### config.mk
export PLATFORM = sky130hd
export DESIGN_NAME = tth_trigger
export DESIGN_NICKNAME = d
export VERILOG_FILES = /design/src/design/tth_edge_counter.v /design/src/design/tth_trigger.v
export VERILOG_INCLUDE_DIRS = /design/src /design/src/design
export SDC_FILE = /design/constraint.sdc
export NUM_CORES = 2
export LEC_CHECK = 0
export ABC_CLOCK_PERIOD_IN_PS = 37600
export BUFFER_PORTS_ARGS = -buffer_cell sky130_fd_sc_hd__buf_2
export CAP_MARGIN = 10
export CORE_ASPECT_RATIO = 1.75
export CORE_MARGIN = 3
export CORE_UTILIZATION = 64
export DETAILED_ROUTE_END_ITERATION = 8
export PLACE_DENSITY = 0.86
export SETUP_SLACK_MARGIN = 0.4
export SLEW_MARGIN = 20
export SYNTH_ARGS = -nofsm -noshare
export SYNTH_HDL_FRONTEND = slang
export SYNTH_HIERARCHICAL = 1
export SYNTH_SLANG_ARGS = --single-unit
### constraint.sdc
create_clock -name ref_clk_in -period 37.6 [get_ports ref_clk_in]
set_clock_uncertainty 0.05 [all_clocks]
set_input_delay 7.52 -clock ref_clk_in [delete_from_list [all_inputs] [get_ports ref_clk_in]]
set_output_delay 7.52 -clock ref_clk_in [all_outputs]
set_load 0.03 [all_outputs]
### src/design/tth_defs.vh
// Offsets, field positions, reset values and timing counts of the trigger
`ifndef TTH_DEFS_VH
`define TTH_DEFS_VH
`define TTH_CLK_HZ 20000000
`define TTH_HUNDREDTH_NS 10000000
`define TTH_CLK_PERIOD_NS 50
`define TTH_TICK_CYCLES (`TTH_HUNDREDTH_NS / `TTH_CLK_PERIOD_NS)
`define TTH_GATE_MAX 16'h270f
`define TTH_FREQ_THR_MAX 16'h270f
`define TTH_GAIN_MAX 32'sd1000
`define TTH_GAIN_MIN (-32'sd1000)
`define TTH_OFFS_MAX 32'sd10000
`define TTH_OFFS_MIN (-32'sd10000)
`define TTH_THR_MAX 32'sd20000
`define TTH_THR_MIN (-32'sd20000)
`define TTH_GAIN_SCALE 32'sd100
`define TTH_REG_CTRL 8'h00
`define TTH_REG_GATE 8'h04
`define TTH_REG_ON 8'h08
`define TTH_REG_OFF 8'h0c
`define TTH_REG_GAIN 8'h10
`define TTH_REG_OFFS 8'h14
`define TTH_REG_DEC 8'h18
`define TTH_REG_STAT 8'h1c
`define TTH_REG_COUNT 8'h20
`define TTH_REG_VALUE 8'h24
`define TTH_CTRL_MODE 0
`define TTH_CTRL_GATE_SEL 1
`define TTH_CTRL_ON_SEL 2
`define TTH_CTRL_OFF_SEL 3
`define TTH_GATE_RST 16'h0064
`define TTH_GAIN_RST 16'h0064
`define TTH_RESP_OKAY 2'b00
`define TTH_RESP_SLVERR 2'b10
`endif

### src/design/tth_edge_counter.v
// Synchronised rising-edge pulse counter for the frequency front end
`timescale 1ns/1ps
module tth_edge_counter
(
  // Clock and reset
  input wire ref_clk_in,
  input wire resetn_in,
  // Pulse pin and control
  input wire pulse_in,
  input wire clear_in,
  // Result
  output reg [15:0] count_out
);
  reg sync1_q;
  reg sync2_q;
  reg prev_q;
  wire rise;

  // 20 MHz sampling keeps 5 kHz pulses far below Nyquist
  assign rise = sync2_q & ~prev_q;

  always @(posedge ref_clk_in or negedge resetn_in)
  begin
    if (!resetn_in)
    begin
      sync1_q <= 1'b0;
      sync2_q <= 1'b0;
      prev_q <= 1'b0;
      count_out <= 16'h0000;
    end
    else
    begin
      sync1_q <= pulse_in;
      sync2_q <= sync1_q;
      prev_q <= sync2_q;
      // Edge in clear cycle starts the new interval
      if (clear_in)
        count_out <= {15'h0000, rise};
      else if (rise && count_out != 16'hffff)
        count_out <= count_out + 16'h0001;
    end
  end
endmodule // tth_edge_counter

### src/design/tth_trigger.v
// Threshold trigger with hysteresis, frequency and analog front ends
`timescale 1ns/1ps
`include "tth_defs.vh"
module tth_trigger
(
  // Clock and reset
  input wire ref_clk_in,
  input wire resetn_in,
  // AXI4-Lite write address
  input wire [7:0] s_axi_awaddr,
  input wire s_axi_awvalid,
  output reg s_axi_awready,
  // AXI4-Lite write data
  input wire [31:0] s_axi_wdata,
  input wire [3:0] s_axi_wstrb,
  input wire s_axi_wvalid,
  output reg s_axi_wready,
  // AXI4-Lite write response
  output reg [1:0] s_axi_bresp,
  output reg s_axi_bvalid,
  input wire s_axi_bready,
  // AXI4-Lite read address
  input wire [7:0] s_axi_araddr,
  input wire s_axi_arvalid,
  output reg s_axi_arready,
  // AXI4-Lite read data
  output reg [31:0] s_axi_rdata,
  output reg [1:0] s_axi_rresp,
  output reg s_axi_rvalid,
  input wire s_axi_rready,
  // Front end inputs
  input wire pulse_in,
  input wire signed [15:0] analog_value_in,
  // Live values of neighbouring blocks
  input wire [15:0] ext_gate_in,
  input wire signed [15:0] ext_on_in,
  input wire signed [15:0] ext_off_in,
  // Result
  output reg trig_out,
  output reg [15:0] measured_count_out
);
  reg mode_q;
  reg gate_sel_q;
  reg on_sel_q;
  reg off_sel_q;
  reg [15:0] gate_q;
  reg signed [15:0] on_q;
  reg signed [15:0] off_q;
  reg signed [15:0] gain_q;
  reg signed [15:0] offs_q;
  reg [1:0] dec_q;
  reg [7:0] aw_addr_q;
  reg [31:0] w_data_q;
  reg [3:0] w_strb_q;
  reg aw_have_q;
  reg w_have_q;
  reg [18:0] tick_cnt_q;
  reg [15:0] gate_cnt_q;
  reg signed [31:0] analog_value_q;
  reg gate_end_q;
  wire [15:0] count_raw;
  wire tick;
  wire [15:0] gate_cur;
  wire signed [31:0] on_cur;
  wire signed [31:0] off_cur;
  wire signed [31:0] cmp_val;
  wire signed [31:0] an_calc;
  wire q_next;
  wire gate_done;
  wire wr_fire;
  wire [31:0] wr_val;
  wire signed [31:0] gain_lim;
  wire signed [31:0] offs_lim;

  // Clamp a signed value into a range
  function signed [31:0] clamp;
    input signed [31:0] v;
    input signed [31:0] lo;
    input signed [31:0] hi;
    begin
      if (v < lo)
        clamp = lo;
      else if (v > hi)
        clamp = hi;
      else
        clamp = v;
    end
  endfunction

  // Hysteresis or window decision
  function decide;
    input signed [31:0] v;
    input signed [31:0] on_t;
    input signed [31:0] off_t;
    input prev;
    begin
      if (on_t >= off_t)
      begin
        if (v > on_t)
          decide = 1'b1;
        else if (v <= off_t)
          decide = 1'b0;
        else
          decide = prev;
      end
      else
        decide = (v >= on_t) && (v < off_t);
    end
  endfunction

  // Merge byte lanes into a register value
  function [31:0] merge;
    input [31:0] old;
    input [31:0] nw;
    input [3:0] strb;
    integer i;
    begin
      merge = old;
      for (i = 0; i < 4; i = i + 1)
        if (strb[i])
          merge[i*8 +: 8] = nw[i*8 +: 8];
    end
  endfunction

  tth_edge_counter u_cnt
  (
    .ref_clk_in(ref_clk_in),
    .resetn_in(resetn_in),
    .pulse_in(pulse_in),
    .clear_in(gate_done),
    .count_out(count_raw)
  );

  // Live gate value clamped to 99.99 s
  assign gate_cur = gate_sel_q ?
    ((ext_gate_in > `TTH_GATE_MAX) ? `TTH_GATE_MAX : ext_gate_in) : gate_q;
  // Frequency mode thresholds are unsigned 0..9999
  assign on_cur = mode_q ? clamp({{16{1'b0}}, on_q}, 32'sd0, {16'h0000, `TTH_FREQ_THR_MAX})
    : clamp(on_sel_q ? {{16{ext_on_in[15]}}, ext_on_in} : {{16{on_q[15]}}, on_q},
            `TTH_THR_MIN, `TTH_THR_MAX);
  assign off_cur = mode_q ? clamp({{16{1'b0}}, off_q}, 32'sd0, {16'h0000, `TTH_FREQ_THR_MAX})
    : clamp(off_sel_q ? {{16{ext_off_in[15]}}, ext_off_in} : {{16{off_q[15]}}, off_q},
            `TTH_THR_MIN, `TTH_THR_MAX);
  // Gain in hundredths; signed casts keep negative products truncating toward zero
  assign an_calc = $signed({{16{analog_value_in[15]}}, analog_value_in})
    * $signed({{16{gain_q[15]}}, gain_q}) / `TTH_GAIN_SCALE
    + $signed({{16{offs_q[15]}}, offs_q});
  // Timebase runs from reset whatever the mode
  assign tick = ({13'h0000, tick_cnt_q} == (`TTH_TICK_CYCLES - 1));
  // Zero gate never closes, the count keeps running
  assign gate_done = tick && (gate_cur != 16'h0000) && (gate_cnt_q + 16'h0001 >= gate_cur);
  assign cmp_val = mode_q ? {16'h0000, measured_count_out} : analog_value_q;
  assign q_next = decide(cmp_val, on_cur, off_cur, trig_out);
  // A pending response holds off the next register update
  assign wr_fire = aw_have_q && w_have_q && !s_axi_bvalid;

  // One hundredth-second timebase and gate interval
  always @(posedge ref_clk_in or negedge resetn_in)
  begin
    if (!resetn_in)
    begin
      tick_cnt_q <= 19'h0_0000;
      gate_cnt_q <= 16'h0000;
      measured_count_out <= 16'h0000;
      gate_end_q <= 1'b0;
      analog_value_q <= 32'h0000_0000;
      trig_out <= 1'b0;
    end
    else
    begin
      tick_cnt_q <= tick ? 19'h0_0000 : tick_cnt_q + 19'h0_0001;
      gate_end_q <= gate_done;
      if (gate_done)
      begin
        gate_cnt_q <= 16'h0000;
        measured_count_out <= count_raw;
      end
      else if (tick)
        gate_cnt_q <= gate_cnt_q + 16'h0001;
      analog_value_q <= an_calc;
      // Frequency result judged one cycle after capture
      if (!mode_q || gate_end_q)
        trig_out <= q_next;
    end
  end

  assign wr_val = merge(32'h0000_0000, w_data_q, w_strb_q);
  // Clamp the sign-extended low 16 bits, then cut to the 16-bit field
  assign gain_lim = clamp({{16{wr_val[15]}}, wr_val[15:0]},
                          `TTH_GAIN_MIN, `TTH_GAIN_MAX);
  assign offs_lim = clamp({{16{wr_val[15]}}, wr_val[15:0]},
                          `TTH_OFFS_MIN, `TTH_OFFS_MAX);

  // Register write path
  always @(posedge ref_clk_in or negedge resetn_in)
  begin
    if (!resetn_in)
    begin
      s_axi_awready <= 1'b0;
      s_axi_wready <= 1'b0;
      s_axi_bvalid <= 1'b0;
      s_axi_bresp <= `TTH_RESP_OKAY;
      aw_have_q <= 1'b0;
      w_have_q <= 1'b0;
      aw_addr_q <= 8'h00;
      w_data_q <= 32'h0000_0000;
      w_strb_q <= 4'h0;
      mode_q <= 1'b0;
      gate_sel_q <= 1'b0;
      on_sel_q <= 1'b0;
      off_sel_q <= 1'b0;
      gate_q <= `TTH_GATE_RST;
      on_q <= 16'h0000;
      off_q <= 16'h0000;
      gain_q <= `TTH_GAIN_RST;
      offs_q <= 16'h0000;
      dec_q <= 2'b00;
    end
    else
    begin
      s_axi_awready <= !aw_have_q && !s_axi_awready && s_axi_awvalid;
      s_axi_wready <= !w_have_q && !s_axi_wready && s_axi_wvalid;
      if (s_axi_awvalid && s_axi_awready)
      begin
        aw_have_q <= 1'b1;
        aw_addr_q <= s_axi_awaddr;
      end
      if (s_axi_wvalid && s_axi_wready)
      begin
        w_have_q <= 1'b1;
        w_data_q <= s_axi_wdata;
        w_strb_q <= s_axi_wstrb;
      end
      if (s_axi_bvalid && s_axi_bready)
        s_axi_bvalid <= 1'b0;
      if (wr_fire)
      begin
        aw_have_q <= 1'b0;
        w_have_q <= 1'b0;
        s_axi_bvalid <= 1'b1;
        s_axi_bresp <= `TTH_RESP_OKAY;
        case (aw_addr_q)
          `TTH_REG_CTRL:
          begin
            if (w_strb_q[0])
            begin
              mode_q <= w_data_q[`TTH_CTRL_MODE];
              gate_sel_q <= w_data_q[`TTH_CTRL_GATE_SEL];
              on_sel_q <= w_data_q[`TTH_CTRL_ON_SEL];
              off_sel_q <= w_data_q[`TTH_CTRL_OFF_SEL];
            end
          end
          `TTH_REG_GATE:
            gate_q <= (wr_val[15:0] > `TTH_GATE_MAX) ? `TTH_GATE_MAX : wr_val[15:0];
          `TTH_REG_ON:
            on_q <= wr_val[15:0];
          `TTH_REG_OFF:
            off_q <= wr_val[15:0];
          `TTH_REG_GAIN:
            gain_q <= gain_lim[15:0];
          `TTH_REG_OFFS:
            offs_q <= offs_lim[15:0];
          `TTH_REG_DEC:
            dec_q <= wr_val[1:0];
          `TTH_REG_STAT, `TTH_REG_COUNT, `TTH_REG_VALUE:
            s_axi_bresp <= `TTH_RESP_OKAY;
          default:
            s_axi_bresp <= `TTH_RESP_SLVERR;
        endcase
      end
    end
  end

  // Register read path
  always @(posedge ref_clk_in or negedge resetn_in)
  begin
    if (!resetn_in)
    begin
      s_axi_arready <= 1'b0;
      s_axi_rvalid <= 1'b0;
      s_axi_rdata <= 32'h0000_0000;
      s_axi_rresp <= `TTH_RESP_OKAY;
    end
    else
    begin
      s_axi_arready <= !s_axi_rvalid && !s_axi_arready && s_axi_arvalid;
      if (s_axi_rvalid && s_axi_rready)
        s_axi_rvalid <= 1'b0;
      if (s_axi_arvalid && s_axi_arready)
      begin
        s_axi_rvalid <= 1'b1;
        s_axi_rresp <= `TTH_RESP_OKAY;
        case (s_axi_araddr)
          `TTH_REG_CTRL:
            s_axi_rdata <= {28'h000_0000, off_sel_q, on_sel_q, gate_sel_q, mode_q};
          `TTH_REG_GATE:
            s_axi_rdata <= {16'h0000, gate_q};
          `TTH_REG_ON:
            s_axi_rdata <= {{16{on_q[15]}}, on_q};
          `TTH_REG_OFF:
            s_axi_rdata <= {{16{off_q[15]}}, off_q};
          `TTH_REG_GAIN:
            s_axi_rdata <= {{16{gain_q[15]}}, gain_q};
          `TTH_REG_OFFS:
            s_axi_rdata <= {{16{offs_q[15]}}, offs_q};
          `TTH_REG_DEC:
            s_axi_rdata <= {30'h0000_0000, dec_q};
          `TTH_REG_STAT:
            s_axi_rdata <= {31'h0000_0000, trig_out};
          `TTH_REG_COUNT:
            s_axi_rdata <= {16'h0000, measured_count_out};
          `TTH_REG_VALUE:
            s_axi_rdata <= analog_value_q;
          // Unmapped reads return zero with an error
          default:
          begin
            s_axi_rdata <= 32'h0000_0000;
            s_axi_rresp <= `TTH_RESP_SLVERR;
          end
        endcase
      end
    end
  end
endmodule // tth_trigger

==> Yosys cells after proc, flatten, opt, wreduce, memory -nomap -nowiden <==
Cells that the tools add are included.
{ "word_totals": {"ramBits": 0, "latch_bits": 0, "ff_bits": 259, "mem_count": 0, "out_inout_bits": 58, "mem_bits_ro": 0} }
{ "op_classes": {"shift": 0, "n_mux": 39, "n_reduce_logical": 45, "add_sub_neg": 4, "n_bitwise": 2, "mul": 1, "magnitude_cmp": 18, "n_eq_ne": 21, "n_div": 1} }
{ "ops": {"columns": ["operator", "count"], "rows": [
  ["one-hot mux 32 bit (10 select lines)", 1],
  ["two-way mux 32 bit", 9],
  ["two-way mux 16 bit", 13],
  ["== test 8 x 5 -> 1 bit (second input constant)", 8],
  [">= comparator 32 bit", 2],
  ["> comparator 16 x 14 -> 1 bit (second input constant)", 4],
  ["> comparator 32 x 16 -> 1 bit (second input constant)", 2],
  ["< comparator 32 x 16 -> 1 bit (second input constant)", 2],
  ["adder 16 x 1 -> 16 bit (second input constant)", 2],
  ["adder 32 x 16 -> 32 bit", 1],
  ["divider 32 x 8 -> 32 bit (second input constant)", 1],
  ["== test 8 x 4 -> 1 bit (second input constant)", 4],
  ["== test 8 x 6 -> 1 bit (second input constant)", 4],
  ["> comparator 32 bit", 1],
  ["<= comparator 32 bit", 1],
  ["< comparator 32 bit", 1],
  ["multiplier 16 x 16 -> 32 bit", 1],
  ["OR reduction 10 bit", 2],
  ["adder 19 x 1 -> 19 bit (second input constant)", 1],
  ["== test 19 x 18 -> 1 bit (second input constant)", 1],
  ["two-way mux 19 bit", 1],
  ["logical AND 1 bit", 17],
  ["== test 8 x 3 -> 1 bit (second input constant)", 2],
  [">= comparator 16 bit", 1],
  ["18 further kinds", 49]
]} }

==> Depth between registers and ports, before layout <==
{ "depth": {"ltp_word": 9, "ltp_mapped": 128, "ltp_nobuf": 116} }

==> Cells and area by module <==
Netlist, hierarchy kept.
{ "modules_own_cells": {"columns": ["mod", "instances", "cells_each", "area_per_inst_um2"], "rows": [
  ["tth_trigger", 1, 3887, 32980.4],
  ["tth_edge_counter", 1, 104, 1012.2]
]} }

==> Worst setup path after synthesis <==
Ideal clock, no wire load.
{ "synth_timing": {"path_type": "input to register", "from": "input port analog_value_in[15]", "to": "register analog_value_q[31]", "required_ns": 37.470, "path_slack_ns": 4.099, "stages": 118, "setup_ns": 0.080, "arrival_ns": 33.371, "cell_sequence": "clkbuf_1 -> nand2_1 -> fa_1 -> inv_1 -> fa_1 -> fa_1 -> inv_1 -> fa_1 -> inv_1 -> fa_1 -> inv_1 -> fa_1 -> inv_1 -> ha_1 -> clkbuf_1 -> and3_1 -> and2_1 -> nand2_1 -> (+82 left out) -> o21bai_1 -> a21oi_1 -> o21bai_1 -> a21oi_1 -> o21bai_1 -> a21oi_1 -> o21bai_1 -> a21oi_1 -> o21bai_1 -> a21oi_1 -> o21bai_1 -> a21oi_1 -> o21bai_1 -> a21oi_1 -> o21bai_1 -> a21oi_1 -> xor2_1 -> xnor2_1"} }
{ "synth_via": {"elab_chain_len": 3} }
{ "synth_rtl": {"columns": ["element", "line", "text"], "rows": [
  ["start, declared", "tth_trigger.v:33", "input wire signed [15:0] analog_value_in,"],
  ["multiplier 16 x 16 -> 32 bit", "tth_trigger.v:146", "* $signed({{16{gain_q[15]}}, gain_q}) / `TTH_GAIN_SCALE"],
  ["divider 32 x 8 -> 32 bit (no source line)", null, null],
  ["adder 32 x 16 -> 32 bit", "tth_trigger.v:145", "assign an_calc = $signed({{16{analog_value_in[15]}}, analog_value_in})"],
  ["net an_calc[31]", "tth_trigger.v:67", "wire signed [31:0] an_calc;"],
  ["end signal, assigned", "tth_trigger.v:180", "analog_value_q <= an_calc;"],
  ["end, declared", "tth_trigger.v:59", "reg signed [31:0] analog_value_q;"]
]} }
The timed path passes the listed nets, and every way through them passes these cells.
A chain may end at the register's enable or synchronous reset.

==> Worst setup path in the final report <==
{ "layout_timing": {"from": "input port analog_value_in[7]", "to": "register analog_value_q[31]"} }
The elaborated chain is that of the path after synthesis.

==> impl_metrics.tcl <==
set metrics [dict create \
    syn_inst 3991 \
    ys_warn_count 6 \
    die_area_um2 56000 \
    violations "DRC" \
    crit_end "analog_value_q[31]$_DFF_PN0_" \
    avgViaCountPerCell 6.70 \
    grt_pass1_vias 33200 \
    crit_required_ns 37.93 \
    rsz0062_at_grt "false" \
    max-slew-margin-rel 0.247 \
    slowest_delay_ns 0.58 \
    grtUsageTotal 0.380 \
    io_buffers 161 \
    wl_um 109000 \
    place_area_um2 35700 \
    row_count 111 \
    antenna_found_initial 12 \
    setup_viol 0 \
    clock_latency_ns 0.53 \
    yosys-top-cells-area "dfrtp_1 18%, fa_1 15%, ha_1 7.9%" \
    cp_max_fo 16 \
    fin_nets 4743 \
    place_inst 4767 \
    final_cells 4842 \
    drive_gt1_frac 0.142 \
    synth_largest_area_cell "dfrtp_1" \
    ys_seq_area_frac 0.189 \
    cts_sinks 257 \
    final_hold_viol_count 0 \
    avgSynthCellArea_um2 8.52 \
    critical_path_class "input pin to flop" \
    hold_path.class "flop to flop" \
    first_iter_violations 2674 \
    initial_utilization 0.648 \
    cp-end-kind "flop" \
    worst_path_most_repeated_cell "a21oi_1" \
    cts_tree "built" \
    wl_per_cell_um 22.6 \
    drt_first_pass_iters 9 \
    gp_congestion 1.08 \
    rrSetupSlack_ns 8.24 \
    grt_max_degree 146 \
    htreeDepth 1 \
    ctsHoldBuffers 0 \
    via_count 32500 \
    areaGrowthSynthToFinish_pct 9.15 \
    route.detailed.drc 8 \
    grt_pass1_wl_um 172000 \
    synth_top_area_frac 0.185 \
    startpoint_type "input pin" \
    design_area_um2 37100 \
    dpl.hpwl_um 84100 \
    synth_edf_count 0 \
    synth_cell_types 146 \
    r2r_cells 120 \
    ys_seq_elements 257 \
    fillers 4109 \
    yosys-top-cells-count "403 x inv_1, 398 x nand2_1, 279 x a21oi_1" \
    worstMarginPinSlew_ns 1.13 \
    r2r-end "analog_value_q[31]$_DFF_PN0_" \
    fp.dieH_um 311 \
    clk_pin_slew_ns 0.07 \
    maxSlewViolCount 0 \
    setup.worst_path.start "analog_value_in[7]" \
    core_region_area_um2 52500 \
    maxCapViolations 0 \
    clockBufferDepth 3 \
    cts_buffers 21 \
    yosysMostFrequentCell "inv_1" \
    status "finished, violations left" \
    min_period_ns 35.77 \
    ios 182 \
    fmax_ghz 0.0280 \
    cp.arrival_ns 36.10 \
    whs_ns 0.316 \
    cts-root-buf "clkbuf_16" \
    overflow 0 \
    ant_nets 0 \
    synth-main-ff-cell "dfrtp_1" \
    die_w_um 180 \
    finalSetupTns_ns 0 \
    r2r_start "gain_q[2]$_DFFE_PN1P_" \
    post-route-period-util 0.951 \
    synthArstFlopShare 1.00 \
    syn_area_um2 34000 \
    cp_slowest_cell "fa_1" \
]
[area by class of cell]
class / instances / area, µm² / share of cell area
Clock inverter: 11 / 125 / 0.00337
Inverter: 405 / 1520 / 0.0410
Multi-Input combinational cell: 3165 / 25800 / 0.694
Clock buffer: 27 / 588 / 0.0158
Sequential cell: 257 / 6440 / 0.174
Timing Repair Buffer: 291 / 1810 / 0.0488
Antenna cell: 8 / 20.0 / 0.000540
Tap cell: 678 / 848 / 0.0229
[worst min path at each step]
stage,start,end,slack [ns],cells past startpoint
floorplan,u_cnt/sync1_q$_DFF_PN0_,u_cnt/sync2_q$_DFF_PN0_,0.28,0
global placement,u_cnt/sync1_q$_DFF_PN0_,u_cnt/sync2_q$_DFF_PN0_,0.30,0
detailed placement,u_cnt/sync1_q$_DFF_PN0_,u_cnt/sync2_q$_DFF_PN0_,0.29,0
CTS,u_cnt/sync1_q$_DFF_PN0_,u_cnt/sync2_q$_DFF_PN0_,0.32,0
global route,u_cnt/sync1_q$_DFF_PN0_,u_cnt/sync2_q$_DFF_PN0_,0.33,0
finish,u_cnt/sync1_q$_DFF_PN0_,u_cnt/sync2_q$_DFF_PN0_,0.32,0
[state kept, by name, summed over array words and instances, names as in the netlist, 2 cells and up]
register	cells
analog_value_q	32
gate_cnt_q	16
w_strb_q	2
w_data_q	16
gate_q	16
offs_q	16
tick_cnt_q	19
u_cnt/count_out	16
gain_q	16
aw_addr_q	8
on_q	16
measured_count_out	16
dec_q	2
off_q	16
s_axi_rdata	32
[metrics by stage]
step	setup WS [ns]	utilization
final	1.83	0.707
after global placement	0.722	0.680
after detailed placement	0.161	0.680
after CTS	0.571	0.694
after global routing	0.252	0.707
after floorplan	4.10	-
[cell families (layout without fill, tap and decap cells)]
group | after synthesis | after routing | share of synthesized area
AND/OR/NAND/NOR | 1263 | 1263 | 0.190
AO/OA/AOI/OAI | 1084 | 1084 | 0.222
buffers and inverters | 570 | 734 | 0.0664
adder cells (fa/ha/maj) | 481 | 481 | 0.235
flip-flops | 257 | 257 | 0.189
XOR/XNOR | 208 | 208 | 0.0566
multiplexers | 127 | 127 | 0.0407
other | 1 | 10 | 0.000110
[worst max-delay path, delay by kind of cell]
family                     cells  cell delay [ns]
and+or+nand+nor               19             4.13
adders and majority gates      9             4.25
xor gates and xnor gates       6             1.09
AOI/OAI and AO/OA             71            16.33
buffers and inverters         11             1.51
muxes                          4             1.16
[cells in the final DEF (no fill, tap or decap), types with 53 or more instances in the layout]
master / Yosys / final
inv_1: 403 / 403
nand2_1: 398 / 396
a21oi_1: 279 / 277
fa_1: 263 / 262
dfrtp_1: 251 / 250
ha_1: 215 / 215
nor2_1: 215 / 212
o21ai_0: 204 / 201
buf_2: 22 / 160
and2_1: 148 / 146
buf_4: 7 / 129
xnor2_1: 138 / 128
nand3_1: 85 / 84
mux2_2: 83 / 81
nor2b_1: 66 / 66
nand2b_1: 58 / 58
nand4_1: 53 / 53
xor2_1: 58 / 53
[layer usage]
| metal | part of all wire | vias to the layer above | global-route usage |
|---|---|---|---|
| met5 | 0.00012 | - | 0 |
| met3 | 0.072 | 688 | 0.0708 |
| met4 | 0.10 | 2 | 0.320 |
| met1 | 0.32 | 15700 | 0.375 |
| li1 | - | 14400 | - |
| met2 | 0.51 | 1689 | 0.681 |
[repair_timing]
| action | 4_1_cts | 5_1_grt |
|---|---|---|
| setup buffers | 0 | 28 |
| endpoints found under the setup margin | 0 | 16 |
| gates resized for setup | 0 | 74 |
Power is left out: the tool's default activity adds up to more than one toggle a clock period on the data nets, which glitch-free logic cannot reach.
